==> config.mk <==
export PLATFORM = sky130hd
export DESIGN_NAME = uvr_result_status
export DESIGN_NICKNAME = d
export VERILOG_FILES = /design/src/uvr_pkg.sv /design/src/uvr_result_status.sv /design/src/uvr_thermal_fmt.sv
export VERILOG_INCLUDE_DIRS = /design/src /design/src/src
export SDC_FILE = /design/constraint.sdc
export NUM_CORES = 1
export LEC_CHECK = 0
export CAP_MARGIN = 20
export CORE_ASPECT_RATIO = 0.7
export CORE_MARGIN = 8
export CORE_UTILIZATION = 45
export DETAILED_ROUTE_END_ITERATION = 8
export DONT_BUFFER_PORTS = 1
export RECOVER_POWER = 100
export SKIP_LAST_GASP = 1
export SYNTH_ARGS = -nofsm -noshare
export SYNTH_HDL_FRONTEND = slang
export SYNTH_SLANG_ARGS = --single-unit
==> constraint.sdc <==
create_clock -name clk_i -period 5.8 [get_ports clk_i]
set_clock_uncertainty 0.2 [all_clocks]
set_input_delay 0.87 -clock clk_i [delete_from_list [all_inputs] [get_ports clk_i]]
set_output_delay 0.87 -clock clk_i [all_outputs]
set_load 0.01 [all_outputs]
==> src/uvr_defs.svh <==
`ifndef UVR_DEFS_SVH
`define UVR_DEFS_SVH

// ****************************************************************
// register addresses
// ****************************************************************
`define UVR_ADDR_STATUS     3'h0
`define UVR_ADDR_THERMAL    3'h1
`define UVR_ADDR_MRES1      3'h2
`define UVR_ADDR_MRES3      3'h4
`define UVR_ADDR_SPAN_LO    3'h5
`define UVR_ADDR_SPAN_HI    3'h6

// ****************************************************************
// status byte bit positions
// ****************************************************************
`define UVR_ST_SPAN_OF      7
`define UVR_ST_MRES_OF      6
`define UVR_ST_ADC_OF       5
`define UVR_ST_LOST         4
`define UVR_ST_FRESH        3
`define UVR_ST_NOTREADY     2
`define UVR_ST_STANDBY      1
`define UVR_ST_PDOWN        0

// ****************************************************************
// bank layout and thermal limits
// ****************************************************************
`define UVR_BANK_WORDS      6
`define UVR_IDX_THERMAL     0
`define UVR_IDX_MRES1       1
`define UVR_IDX_SPAN_LO     4
`define UVR_IDX_SPAN_HI     5
`define UVR_TEMP_BITS       12
`define UVR_TIME_FULL_CODE  4'h2
`define UVR_SPAN_MIN_CYC    24'h001000
`define UVR_BANK_RESET      16'h0000
`define UVR_BYTE_RESET      8'h00

`endif

==> src/uvr_pkg.sv <==
package uvr_pkg;

    // read transaction phase on the serial side
    typedef enum logic {
        UVR_RD_IDLE,
        UVR_RD_ACTIVE
    } uvr_rd_state_t;

    typedef logic [15:0] uvr_word_t;
    typedef logic [7:0]  uvr_byte_t;

endpackage : uvr_pkg

==> src/uvr_result_status.sv <==
// Contract
// RULE1: overwrite unread buffer, raise lost flag
// RULE2: only status read clears lost flag
// RULE3: state bits mirror internal control signals
// RULE4: sixteen-bit results return low byte first
// RULE5: thermal word: twelve bits, top nibble zero
// RULE6: short integration gives coarser thermal result
// RULE7: sync mode, span counter off: no thermal
// RULE8: sync span under 4096 clocks: thermal invalid
// RULE9: resets and configuration clear output bank
// RULE10: measurement end fills buffer, sets fresh flag
// RULE11: read start copies buffer; frozen until stop
// RULE12: status or result read clears fresh flag
// RULE13: lost-flag set beats same-cycle clear
`timescale 1ns/1ps
`include "uvr_defs.svh"

module uvr_result_status
    import uvr_pkg::*;
(
    input  wire logic        clk_i,
    input  wire logic        rstn_i,
    input  wire logic        ce_i,
    // measurement engine side
    input  wire logic        meas_done_i,
    input  wire logic        meas_busy_i,
    input  wire logic [15:0] mres1_i,
    input  wire logic [15:0] mres2_i,
    input  wire logic [15:0] mres3_i,
    input  wire logic [11:0] temp_raw_i,
    input  wire logic [23:0] conversion_span_counter_i,
    input  wire logic        span_of_i,
    input  wire logic        mres_of_i,
    input  wire logic        adc_of_i,
    input  wire logic        standby_ctrl_i,
    input  wire logic        power_down_ctrl_i,
    // configuration
    input  wire logic [3:0]  time_code_i,
    input  wire logic        external_sync_window_mode_i,
    input  wire logic        span_measure_enable_i,
    input  wire logic [7:0]  operation_select_reg_i,
    input  wire logic        soft_reset_i,
    input  wire logic        config_state_i,
    // serial read engine side
    input  wire logic        rd_start_i,
    input  wire logic        rd_stop_i,
    input  wire logic [2:0]  rd_addr_i,
    input  wire logic        rd_byte_i,
    output uvr_byte_t        rd_data_o,
    output logic             fresh_result_flag_o,
    output logic             lost_result_flag_o,
    output logic             temp_valid_o,
    output logic             standby_actual_bit_o,
    output logic             power_down_actual_bit_o
);

    // ****************************************************************
    // thermal formatting
    // ****************************************************************
    uvr_word_t temp_word;
    logic      temp_ok;

    uvr_thermal_fmt u_thermal_fmt (
        .temp_raw_i   (temp_raw_i),
        .time_code_i  (time_code_i),
        .sync_mode_i  (external_sync_window_mode_i),
        .span_en_i    (span_measure_enable_i),
        .span_count_i (conversion_span_counter_i),
        .word_o       (temp_word),
        .valid_o      (temp_ok)
    );

    // ****************************************************************
    // storage: buffer and output bank
    // ****************************************************************
    uvr_word_t     fresh_words [0:`UVR_BANK_WORDS-1];
    uvr_word_t     buf_q       [0:`UVR_BANK_WORDS-1];
    uvr_word_t     bank_q      [0:`UVR_BANK_WORDS-1];
    logic [2:0]    buf_of_q;
    logic [2:0]    bank_of_q;
    logic          buf_tvalid_q;
    logic          buf_pending_q;
    logic          fresh_q;
    logic          lost_q;
    uvr_rd_state_t rd_state_q;
    logic [2:0]    ptr_q;
    logic          hi_q;

    // ****************************************************************
    // decode of read events
    // ****************************************************************
    wire transfer    = rd_start_i && (rd_state_q == UVR_RD_IDLE); // RULE11
    wire bank_clear  = soft_reset_i || config_state_i; // RULE9
    wire rd_status   = rd_byte_i && (ptr_q == `UVR_ADDR_STATUS) && hi_q;
    wire rd_result   = rd_byte_i && !hi_q && (ptr_q >= `UVR_ADDR_THERMAL) &&
                       (ptr_q <= `UVR_ADDR_SPAN_HI);
    // a read start in the same cycle still takes the old words, so nothing is lost
    wire overwrite   = meas_done_i && buf_pending_q && !transfer; // RULE1
    wire fresh_clr   = rd_status || rd_result; // RULE12
    wire [2:0] widx  = ptr_q - 3'h1;

    // new words offered to the buffer at measurement end
    assign fresh_words[`UVR_IDX_THERMAL] = temp_word;
    assign fresh_words[`UVR_IDX_MRES1]   = mres1_i;
    assign fresh_words[2]                = mres2_i;
    assign fresh_words[3]                = mres3_i;
    assign fresh_words[`UVR_IDX_SPAN_LO] = conversion_span_counter_i[15:0];
    assign fresh_words[`UVR_IDX_SPAN_HI] = {8'h00, conversion_span_counter_i[23:16]};

    // ****************************************************************
    // per-word buffer and bank registers
    // ****************************************************************
    genvar gi;
    generate
        for (gi = 0; gi < `UVR_BANK_WORDS; gi = gi + 1) begin : g_word
            // buffer takes each finished measurement, unread or not
            always_ff @(posedge clk_i) begin
                if (!rstn_i) begin
                    buf_q[gi] <= `UVR_BANK_RESET;
                end else if (ce_i && meas_done_i) begin
                    buf_q[gi] <= fresh_words[gi]; // RULE10 RULE1
                end
            end
            // bank moves only at a read start or a bank clear, so it is otherwise stable during reads
            always_ff @(posedge clk_i) begin
                if (!rstn_i) begin
                    bank_q[gi] <= `UVR_BANK_RESET;
                end else if (ce_i && bank_clear) begin
                    bank_q[gi] <= `UVR_BANK_RESET; // RULE9
                end else if (ce_i && transfer) begin
                    bank_q[gi] <= buf_q[gi]; // RULE11
                end
            end
        end
    endgenerate

    // ****************************************************************
    // overflow and validity companions
    // ****************************************************************
    // overflow bits travel with their results so status matches the bank
    always_ff @(posedge clk_i) begin
        if (!rstn_i) begin
            buf_of_q     <= 3'h0;
            buf_tvalid_q <= 1'b0;
        end else if (ce_i && meas_done_i) begin
            buf_of_q     <= {span_of_i, mres_of_i, adc_of_i};
            buf_tvalid_q <= temp_ok; // RULE8
        end
    end

    always_ff @(posedge clk_i) begin
        if (!rstn_i) begin
            bank_of_q    <= 3'h0;
            temp_valid_o <= 1'b0;
        end else if (ce_i && bank_clear) begin
            bank_of_q    <= 3'h0; // RULE9
            temp_valid_o <= 1'b0;
        end else if (ce_i && transfer) begin
            bank_of_q    <= buf_of_q;
            temp_valid_o <= buf_tvalid_q; // RULE8
        end
    end

    // ****************************************************************
    // read phase and pointer
    // ****************************************************************
    // repeated start inside a read does not refresh the bank
    always_ff @(posedge clk_i) begin
        if (!rstn_i) begin
            rd_state_q <= UVR_RD_IDLE;
        end else if (ce_i) begin
            case (rd_state_q)
                UVR_RD_IDLE: begin
                    if (rd_start_i) begin
                        rd_state_q <= UVR_RD_ACTIVE;
                    end
                end
                UVR_RD_ACTIVE: begin
                    if (rd_stop_i) begin
                        rd_state_q <= UVR_RD_IDLE; // RULE11
                    end
                end
                default: begin
                    rd_state_q <= UVR_RD_IDLE;
                end
            endcase
        end
    end

    // low byte first, then high byte, then next address
    always_ff @(posedge clk_i) begin
        if (!rstn_i) begin
            ptr_q <= `UVR_ADDR_STATUS;
            hi_q  <= 1'b0;
        end else if (ce_i && rd_start_i) begin
            ptr_q <= rd_addr_i;
            hi_q  <= 1'b0;
        end else if (ce_i && rd_byte_i) begin
            hi_q  <= !hi_q; // RULE4
            if (hi_q) begin
                ptr_q <= ptr_q + 3'h1;
            end
        end
    end

    // ****************************************************************
    // data flags
    // ****************************************************************
    // pending marks buffer content not yet taken by a read start
    always_ff @(posedge clk_i) begin
        if (!rstn_i) begin
            buf_pending_q <= 1'b0;
        end else if (ce_i && meas_done_i) begin
            buf_pending_q <= 1'b1;
        end else if (ce_i && transfer) begin
            buf_pending_q <= 1'b0;
        end
    end

    // set wins over clear on both flags
    always_ff @(posedge clk_i) begin
        if (!rstn_i) begin
            fresh_q <= 1'b0;
            lost_q  <= 1'b0;
        end else if (ce_i) begin
            if (meas_done_i) begin
                fresh_q <= 1'b1; // RULE10
            end else if (fresh_clr) begin
                fresh_q <= 1'b0; // RULE12
            end
            if (overwrite) begin
                lost_q <= 1'b1; // RULE1 RULE13
            end else if (rd_status) begin
                lost_q <= 1'b0; // RULE2
            end
        end
    end

    // ****************************************************************
    // byte selection
    // ****************************************************************
    uvr_byte_t status_byte;
    uvr_word_t sel_word;
    uvr_byte_t next_byte;

    assign status_byte[`UVR_ST_SPAN_OF]  = bank_of_q[2];
    assign status_byte[`UVR_ST_MRES_OF]  = bank_of_q[1];
    assign status_byte[`UVR_ST_ADC_OF]   = bank_of_q[0];
    assign status_byte[`UVR_ST_LOST]     = lost_q;
    assign status_byte[`UVR_ST_FRESH]    = fresh_q;
    assign status_byte[`UVR_ST_NOTREADY] = meas_busy_i;
    assign status_byte[`UVR_ST_STANDBY]  = standby_ctrl_i; // RULE3
    assign status_byte[`UVR_ST_PDOWN]    = power_down_ctrl_i; // RULE3

    // address 0 gives operation select first, status second
    assign sel_word  = (ptr_q == `UVR_ADDR_STATUS) ? {status_byte, operation_select_reg_i} :
                       (ptr_q > `UVR_ADDR_SPAN_HI) ? `UVR_BANK_RESET : bank_q[widx];
    assign next_byte = hi_q ? sel_word[15:8] : sel_word[7:0]; // RULE4

    // ****************************************************************
    // registered outputs
    // ****************************************************************
    always_ff @(posedge clk_i) begin
        if (!rstn_i) begin
            rd_data_o <= `UVR_BYTE_RESET;
        end else if (ce_i && rd_byte_i) begin
            rd_data_o <= next_byte;
        end
    end

    // mirrors follow the control signals, not the request bits
    always_ff @(posedge clk_i) begin
        if (!rstn_i) begin
            fresh_result_flag_o     <= 1'b0;
            lost_result_flag_o      <= 1'b0;
            standby_actual_bit_o    <= 1'b0;
            power_down_actual_bit_o <= 1'b0;
        end else if (ce_i) begin
            fresh_result_flag_o     <= fresh_q;
            lost_result_flag_o      <= lost_q;
            standby_actual_bit_o    <= standby_ctrl_i; // RULE3
            power_down_actual_bit_o <= power_down_ctrl_i; // RULE3
        end
    end

endmodule : uvr_result_status

==> src/uvr_thermal_fmt.sv <==
`timescale 1ns/1ps
`include "uvr_defs.svh"

// ****************************************************************
// thermal result formatter
// ****************************************************************
module uvr_thermal_fmt
    import uvr_pkg::*;
(
    input  wire logic [11:0] temp_raw_i,
    input  wire logic [3:0]  time_code_i,
    input  wire logic        sync_mode_i,
    input  wire logic        span_en_i,
    input  wire logic [23:0] span_count_i,
    output uvr_word_t        word_o,
    output logic             valid_o
);

    logic [11:0] mask;
    logic [11:0] shaped;
    logic        no_meas;
    logic        short_span;

    // short integration drops low bits; fewer clocks give fewer valid bits
    assign mask       = (time_code_i == 4'h0) ? 12'hffc :
                        (time_code_i == 4'h1) ? 12'hffe : 12'hfff; // RULE6
    assign shaped     = temp_raw_i & mask; // RULE6
    assign no_meas    = sync_mode_i && !span_en_i; // RULE7
    assign short_span = sync_mode_i && span_en_i && (span_count_i < `UVR_SPAN_MIN_CYC); // RULE8

    // upper nibble is always zero
    assign word_o  = no_meas ? `UVR_BANK_RESET : {4'h0, shaped}; // RULE5 RULE7
    assign valid_o = !no_meas && !short_span; // RULE8

endmodule : uvr_thermal_fmt

# Yosys cells after proc, flatten, opt, wreduce, memory -nomap -nowiden
# Memory sizes are Yosys's and may differ from the RTL's.
# Index checks and enable logic that the tools add are counted.
# W data, S select, Z words.
# classes
mux	47
n_reduce_logical	36
n_lt_le_gt_ge	4
eq_ne	1
addsub	2
n_bitwise	21
# op_table
cell	count
$mux W16	20
$lt A24 B13 Y1 const B	1
$mux W12	2
$mux W1	20
$or A1 B1 Y1	18
$logic_and A1 B1 Y1	17
$and A12 B12 Y12	1
$reduce_bool A2 Y1	5
$mux W3	3
$mux W8	1
$reduce_and A2 Y1	3
$logic_not A1 Y1	5
$eq A4 B1 Y1 const B	1
$logic_not A4 Y1	1
$reduce_or A2 Y1	2
$add A3 B1 Y3 const B	1
$ge A3 B1 Y1 const B	1
$gt A3 B3 Y1 const B	1
$le A3 B3 Y1 const B	1
$logic_not A3 Y1	1
$sub A3 B1 Y3 const B	1
$logic_or A1 B1 Y1	2
$not A1 Y1	2
$pmux W1 S2	1
# word_totals
out_inout_bits	13
in_bits	116
n_memories	2
ramBits	192
reg_bits	28
# memory_table
memory	depth	word_bits	rd	rd_clocked_by_memory_dff	wr	line	source
bank_q	6	16	1	0	6	uvr_result_status.sv:78	uvr_word_t bank_q [0:`UVR_BANK_WORDS-1];
buf_q	6	16	6	0	6	uvr_result_status.sv:77	uvr_word_t buf_q [0:`UVR_BANK_WORDS-1];

# Longest topological paths before layout
# depth
depth_word	8
depth_mapped	9
depth_no_buf	6

# By module
# From an unflattened synthesis, not the netlist that was laid out.
# hier_totals
cells_unflattened	633
hier_area_um2	8795.9
# modules_own_cells
module	area_each_um2	seq_area_each_um2	instances	cells_each
uvr_result_status	8630.8	5845.6	1	608
uvr_thermal_fmt	165.2	0.0	1	25

# Worst setup path after synthesis
# OpenSTA, ideal clock, no wires.
# synth_path
path_kind	input port to flip-flop
from	in rstn_i
to	mem buf_q[0][0] in the netlist's numbering, enable pin
path_slack_ns	2.246
path_buffers	1
stages	4
t_arrival_ns	2.916
cell_sequence	buf_2 inv_1 a21oi_1 inv_1
# synth_lines
item	line	source
from (decl)	uvr_result_status.sv:22	input wire logic rstn_i,
to (decl)	uvr_result_status.sv:77	

==> results.md <==
- The maximum clock path buffer count is 2.
- The number of buffers inserted by hold repair at cts is 0.
- The critical path in this run is classified as primary input to flip-flop.
- The amount of wire on met2 after detailed routing is 7.590 mm.
- The run finished, with violations left.
- The flip-flop cell with the highest count after synthesis is sky130_fd_sc_hd__edfxtp_1.
- The finished cells cover 9065 um2.
- The worst path uses 70.38% of the clock period.
- The average instance in the mapped netlist occupies 14.13 um2.
- The final-report hold violation count was 0.
- The floorplan die height is 129.8 um.
- The synthesized netlist contains 46 unique library cells.
- CTS placed an instance of sky130_fd_sc_hd__clkbuf_16 at the clock tree root.
- Max-cap violations in this run came to 2.
- In the final layout, the share of cells above drive strength 1 is 9.428%.
- The clock transition at the registers of the reported paths is about 0.070 ns.
- The worst hold path was traced through 2 stages.
- The initial standard-cell utilization of the core is 46.10%.
- In the layout the commonest cells are sky130_fd_sc_hd__edfxtp_1 (168), sky130_fd_sc_hd__and2_0 (128), sky130_fd_sc_hd__and2_1 (38).
- The detail route stage leaves a number of antenna-violating nets equal to 0.
- Measured in cells, the most critical reg-to-reg path has a length of 8.
- Counting flops and latches in the post-synthesis netlist gives 196.
- After global routing the overflow that remains totals 0.
- For this run, the number of Yosys warnings is 0.
- The met3 wire length is 1.442 mm.
- The post-CTS setup buffer count is 0.
- The data arrival time of the critical path is ~4 ns.
- The number of antenna violations at the first check in global routing is 4.
- The required time reported for the critical path endpoint is between 5 and 6 ns.
- Setup repair after global routing left no endpoint under its margin.
- The top routing layer in use is met5.
- Clock tree synthesis found a total of 196 sinks.
- The deepest level of the CTS H-tree is 4.
- The core region is ~18000 um2.
- The routability-driven placement congestion ratio is approximately 0.9.
- STA classifies the critical path startpoint as a primary input.
- The detailed-route wire length on metal 1 is 7.842 mm.
- The final-report max-slew violation count is 90.
- The count of mapped cells out of synthesis is approximately 600.
- The post-detailed-routing wire length is 17.11 mm.
- The via count of the first global-routing pass was roughly 4700.
- The die area is 23180 um2.
- The proportion of synthesized chip area in sequential cells is between 60% and 70%.
- The static leakage is 0.003210 uW.
- The maximum clock frequency is between 200 and 250 MHz.
- The maximum number of pins on one net before global-route repair is 89.
- The count of standard-cell rows is a little over 40.
- From synthesis to final layout, the design area changed by 8.898%.
- Setup violations remaining at the end of the flow were counted as 0.
- The starting DRC count in detailed routing is between 300 and 400.
- The count of buffers from port buffering is 0.
- The number of gates given a new drive strength after cts is 0.
- Dividing total power by cell area gives a power density of 329.8 nW/um2.
- The setup TNS after final layout is 0 ns.
- After detailed routing, the average wire length per cell comes to approximately 21 um.
- The via count of the routed design is 4431.
- Subtracting the final worst setup slack from the clock period gives 4.082 ns.
- The total nets after synthesis is ~700.
- The TritonCTS clock tree is built.
- The path class of the tightest hold or removal check is flip-flop to flip-flop.
- From left edge to right edge, the die measures 178.6 um.
- The worst pin sits at a relative slew slack of -14.37%.
- In the routed layout, each cell is associated on average with a via count of approximately 5.3.
- Pin placement for this block handled between 100 and 150 I/O pins.
- The post-synthesis async set-or-reset flop share is 0%.
- The count of nets after finishing is 702.
- For this run, the detailed router's first-pass iteration total came to 5.
- STA classifies the critical path endpoint as a flip-flop.
- The most frequent standard cell in the layout excluding fill and tap cells is sky130_fd_sc_hd__edfxtp_1.
- The cell area after synthesis is 8324 um2.
- After detailed routing, the number of remaining DRC violations is 0.
- The worst-path maximum fanout is 45.
- The final reports fail on capacitance limit, slew limit.
- For the pin with the worst max-slew slack, the measured transition is 1.706 ns.
- The global-route wire length before repair is between 20 and 30 mm.
- The portion of synthesized cell area occupied by the leading cell type is 60.60%.
- The number of antenna diodes in the final layout is 0.
- The global-route usage over all layers is 15.17%.
- The placed cell area is 8481 um2.
- The number of buffers inserted during clock tree synthesis is 17.
- The placed wire-length estimate is between 10 and 15 mm.
- Ranked by total cell area, the synthesized netlist is headed by sky130_fd_sc_hd__edfxtp_1 (61%), sky130_fd_sc_hd__and2_1 (12%), sky130_fd_sc_hd__dfxtp_1 (6.7%).
- The cell type contributing the most total cell area after synthesis is sky130_fd_sc_hd__edfxtp_1.
- The highest ir drop seen on vdd is 171.5 uV.
- In this run, synthesis inferred 168 flip-flops with an integrated enable.
- The later pin in the worst-skew pair is clocked with a latency of 0.43 ns.
==> cell usage after synthesis (all sizes together), types with 2 or more instances <==
cell    count
mux4        8
nor3        2
a221o       4
inv         8
clkbuf     20
dfxtp      28
nor2       15
xnor2       3
o21a        4
and2      166
nand2b      2
nand2      20
edfxtp    168
or4         2
ha          5
a22o        8
nor4        3
buf        15
nor2b       4
o21ai      14
mux2i      21
o32ai       4
a21oi      13
or2         2
a211oi      7
and3        4
o31ai       4
a22oi       8
nand3       2
mux2       16
==> worst paths after layout <==
kind / startpoint / slack [ns] / to
setup reg to reg: ptr_q[0]$_SDFFE_PN0P_ / 1.87 / rd_data_o[2]$_SDFFE_PN0P_
setup / recovery: rstn_i / 1.72 / buf_q[4][4]$_SDFFCE_PN0P_
hold / removal: buf_pending_q$_SDFFE_PN0P_ / 0.28 / buf_pending_q$_SDFFE_PN0P_
hold reg to reg: buf_pending_q$_SDFFE_PN0P_ / 0.28 / buf_pending_q$_SDFFE_PN0P_
==> power breakdown <==
part,switching [uW],internal [uW]
clock network,499,637
logic,118,73.1
registers,38.0,1630
==> layout make-up <==
type	count	area (um2)
tap	236	295.3
inverter	8	31.28
clock buffer	20	436.7
timing repair buffer	8	52.55
sequential	196	5605
multi-input combinational	350	2514
clock inverter	12	130.1
fill	1556	8992
==> state kept, by name, indices dropped and copies added (netlist names) <==
register	count
buf_tvalid_q	1
power_down_actual_bit_o	1
standby_actual_bit_o	1
bank_q	84
lost_result_flag_o	1
lost_q	1
temp_valid_o	1
rd_data_o	8
buf_q	84
ptr_q	3
buf_of_q	3
bank_of_q	3
rd_state_q	1
buf_pending_q	1
hi_q	1
fresh_result_flag_o	1
fresh_q	1
==> kinds of logic (layout without fill, tap and decap cells) <==
kind of cell / count (synthesis) / in the layout / synth area share (%)
buf+inv: 43 / 48 / 2.435
flops: 196 / 196 / 67.34
compound gates: 70 / 70 / 5.862
mux: 45 / 45 / 7.124
fa+ha+maj: 5 / 5 / 0.7515
simple gates: 226 / 226 / 15.98
xor+xnor: 4 / 4 / 0.5112
==> routing by layer <==
layer	global-route usage, %	up-vias
met5	0	-
met4	4.605	8
met3	5.657	23
met2	22.59	143
met1	20.39	2145
li1	-	2112
==> per-stage QoR <==
step	total power [uW]	worst slack, ns	hold slack [ns]	instances	utilization (%)
after global placement	1878	2.370	0.2497	794	46.97
after CTS	3013	2.180	0.2801	826	50.10
after detailed placement	1883	2.195	0.2585	794	46.97
after floorplan	1830	2.246	0.2363	589	-
after global routing	3105	1.372	0.3131	830	50.20
final	2990	1.718	0.2813	830	50.20
==> worst max-delay path: stages <==
cell and delay [ns]:
sky130_fd_sc_hd__inv_1 0.22, sky130_fd_sc_hd__a21oi_1 0.54, sky130_fd_sc_hd__clkinvlp_2 1.49, sky130_fd_sc_hd__buf_4 0.82
No activity file was read; power rests on OpenSTA's default activity.
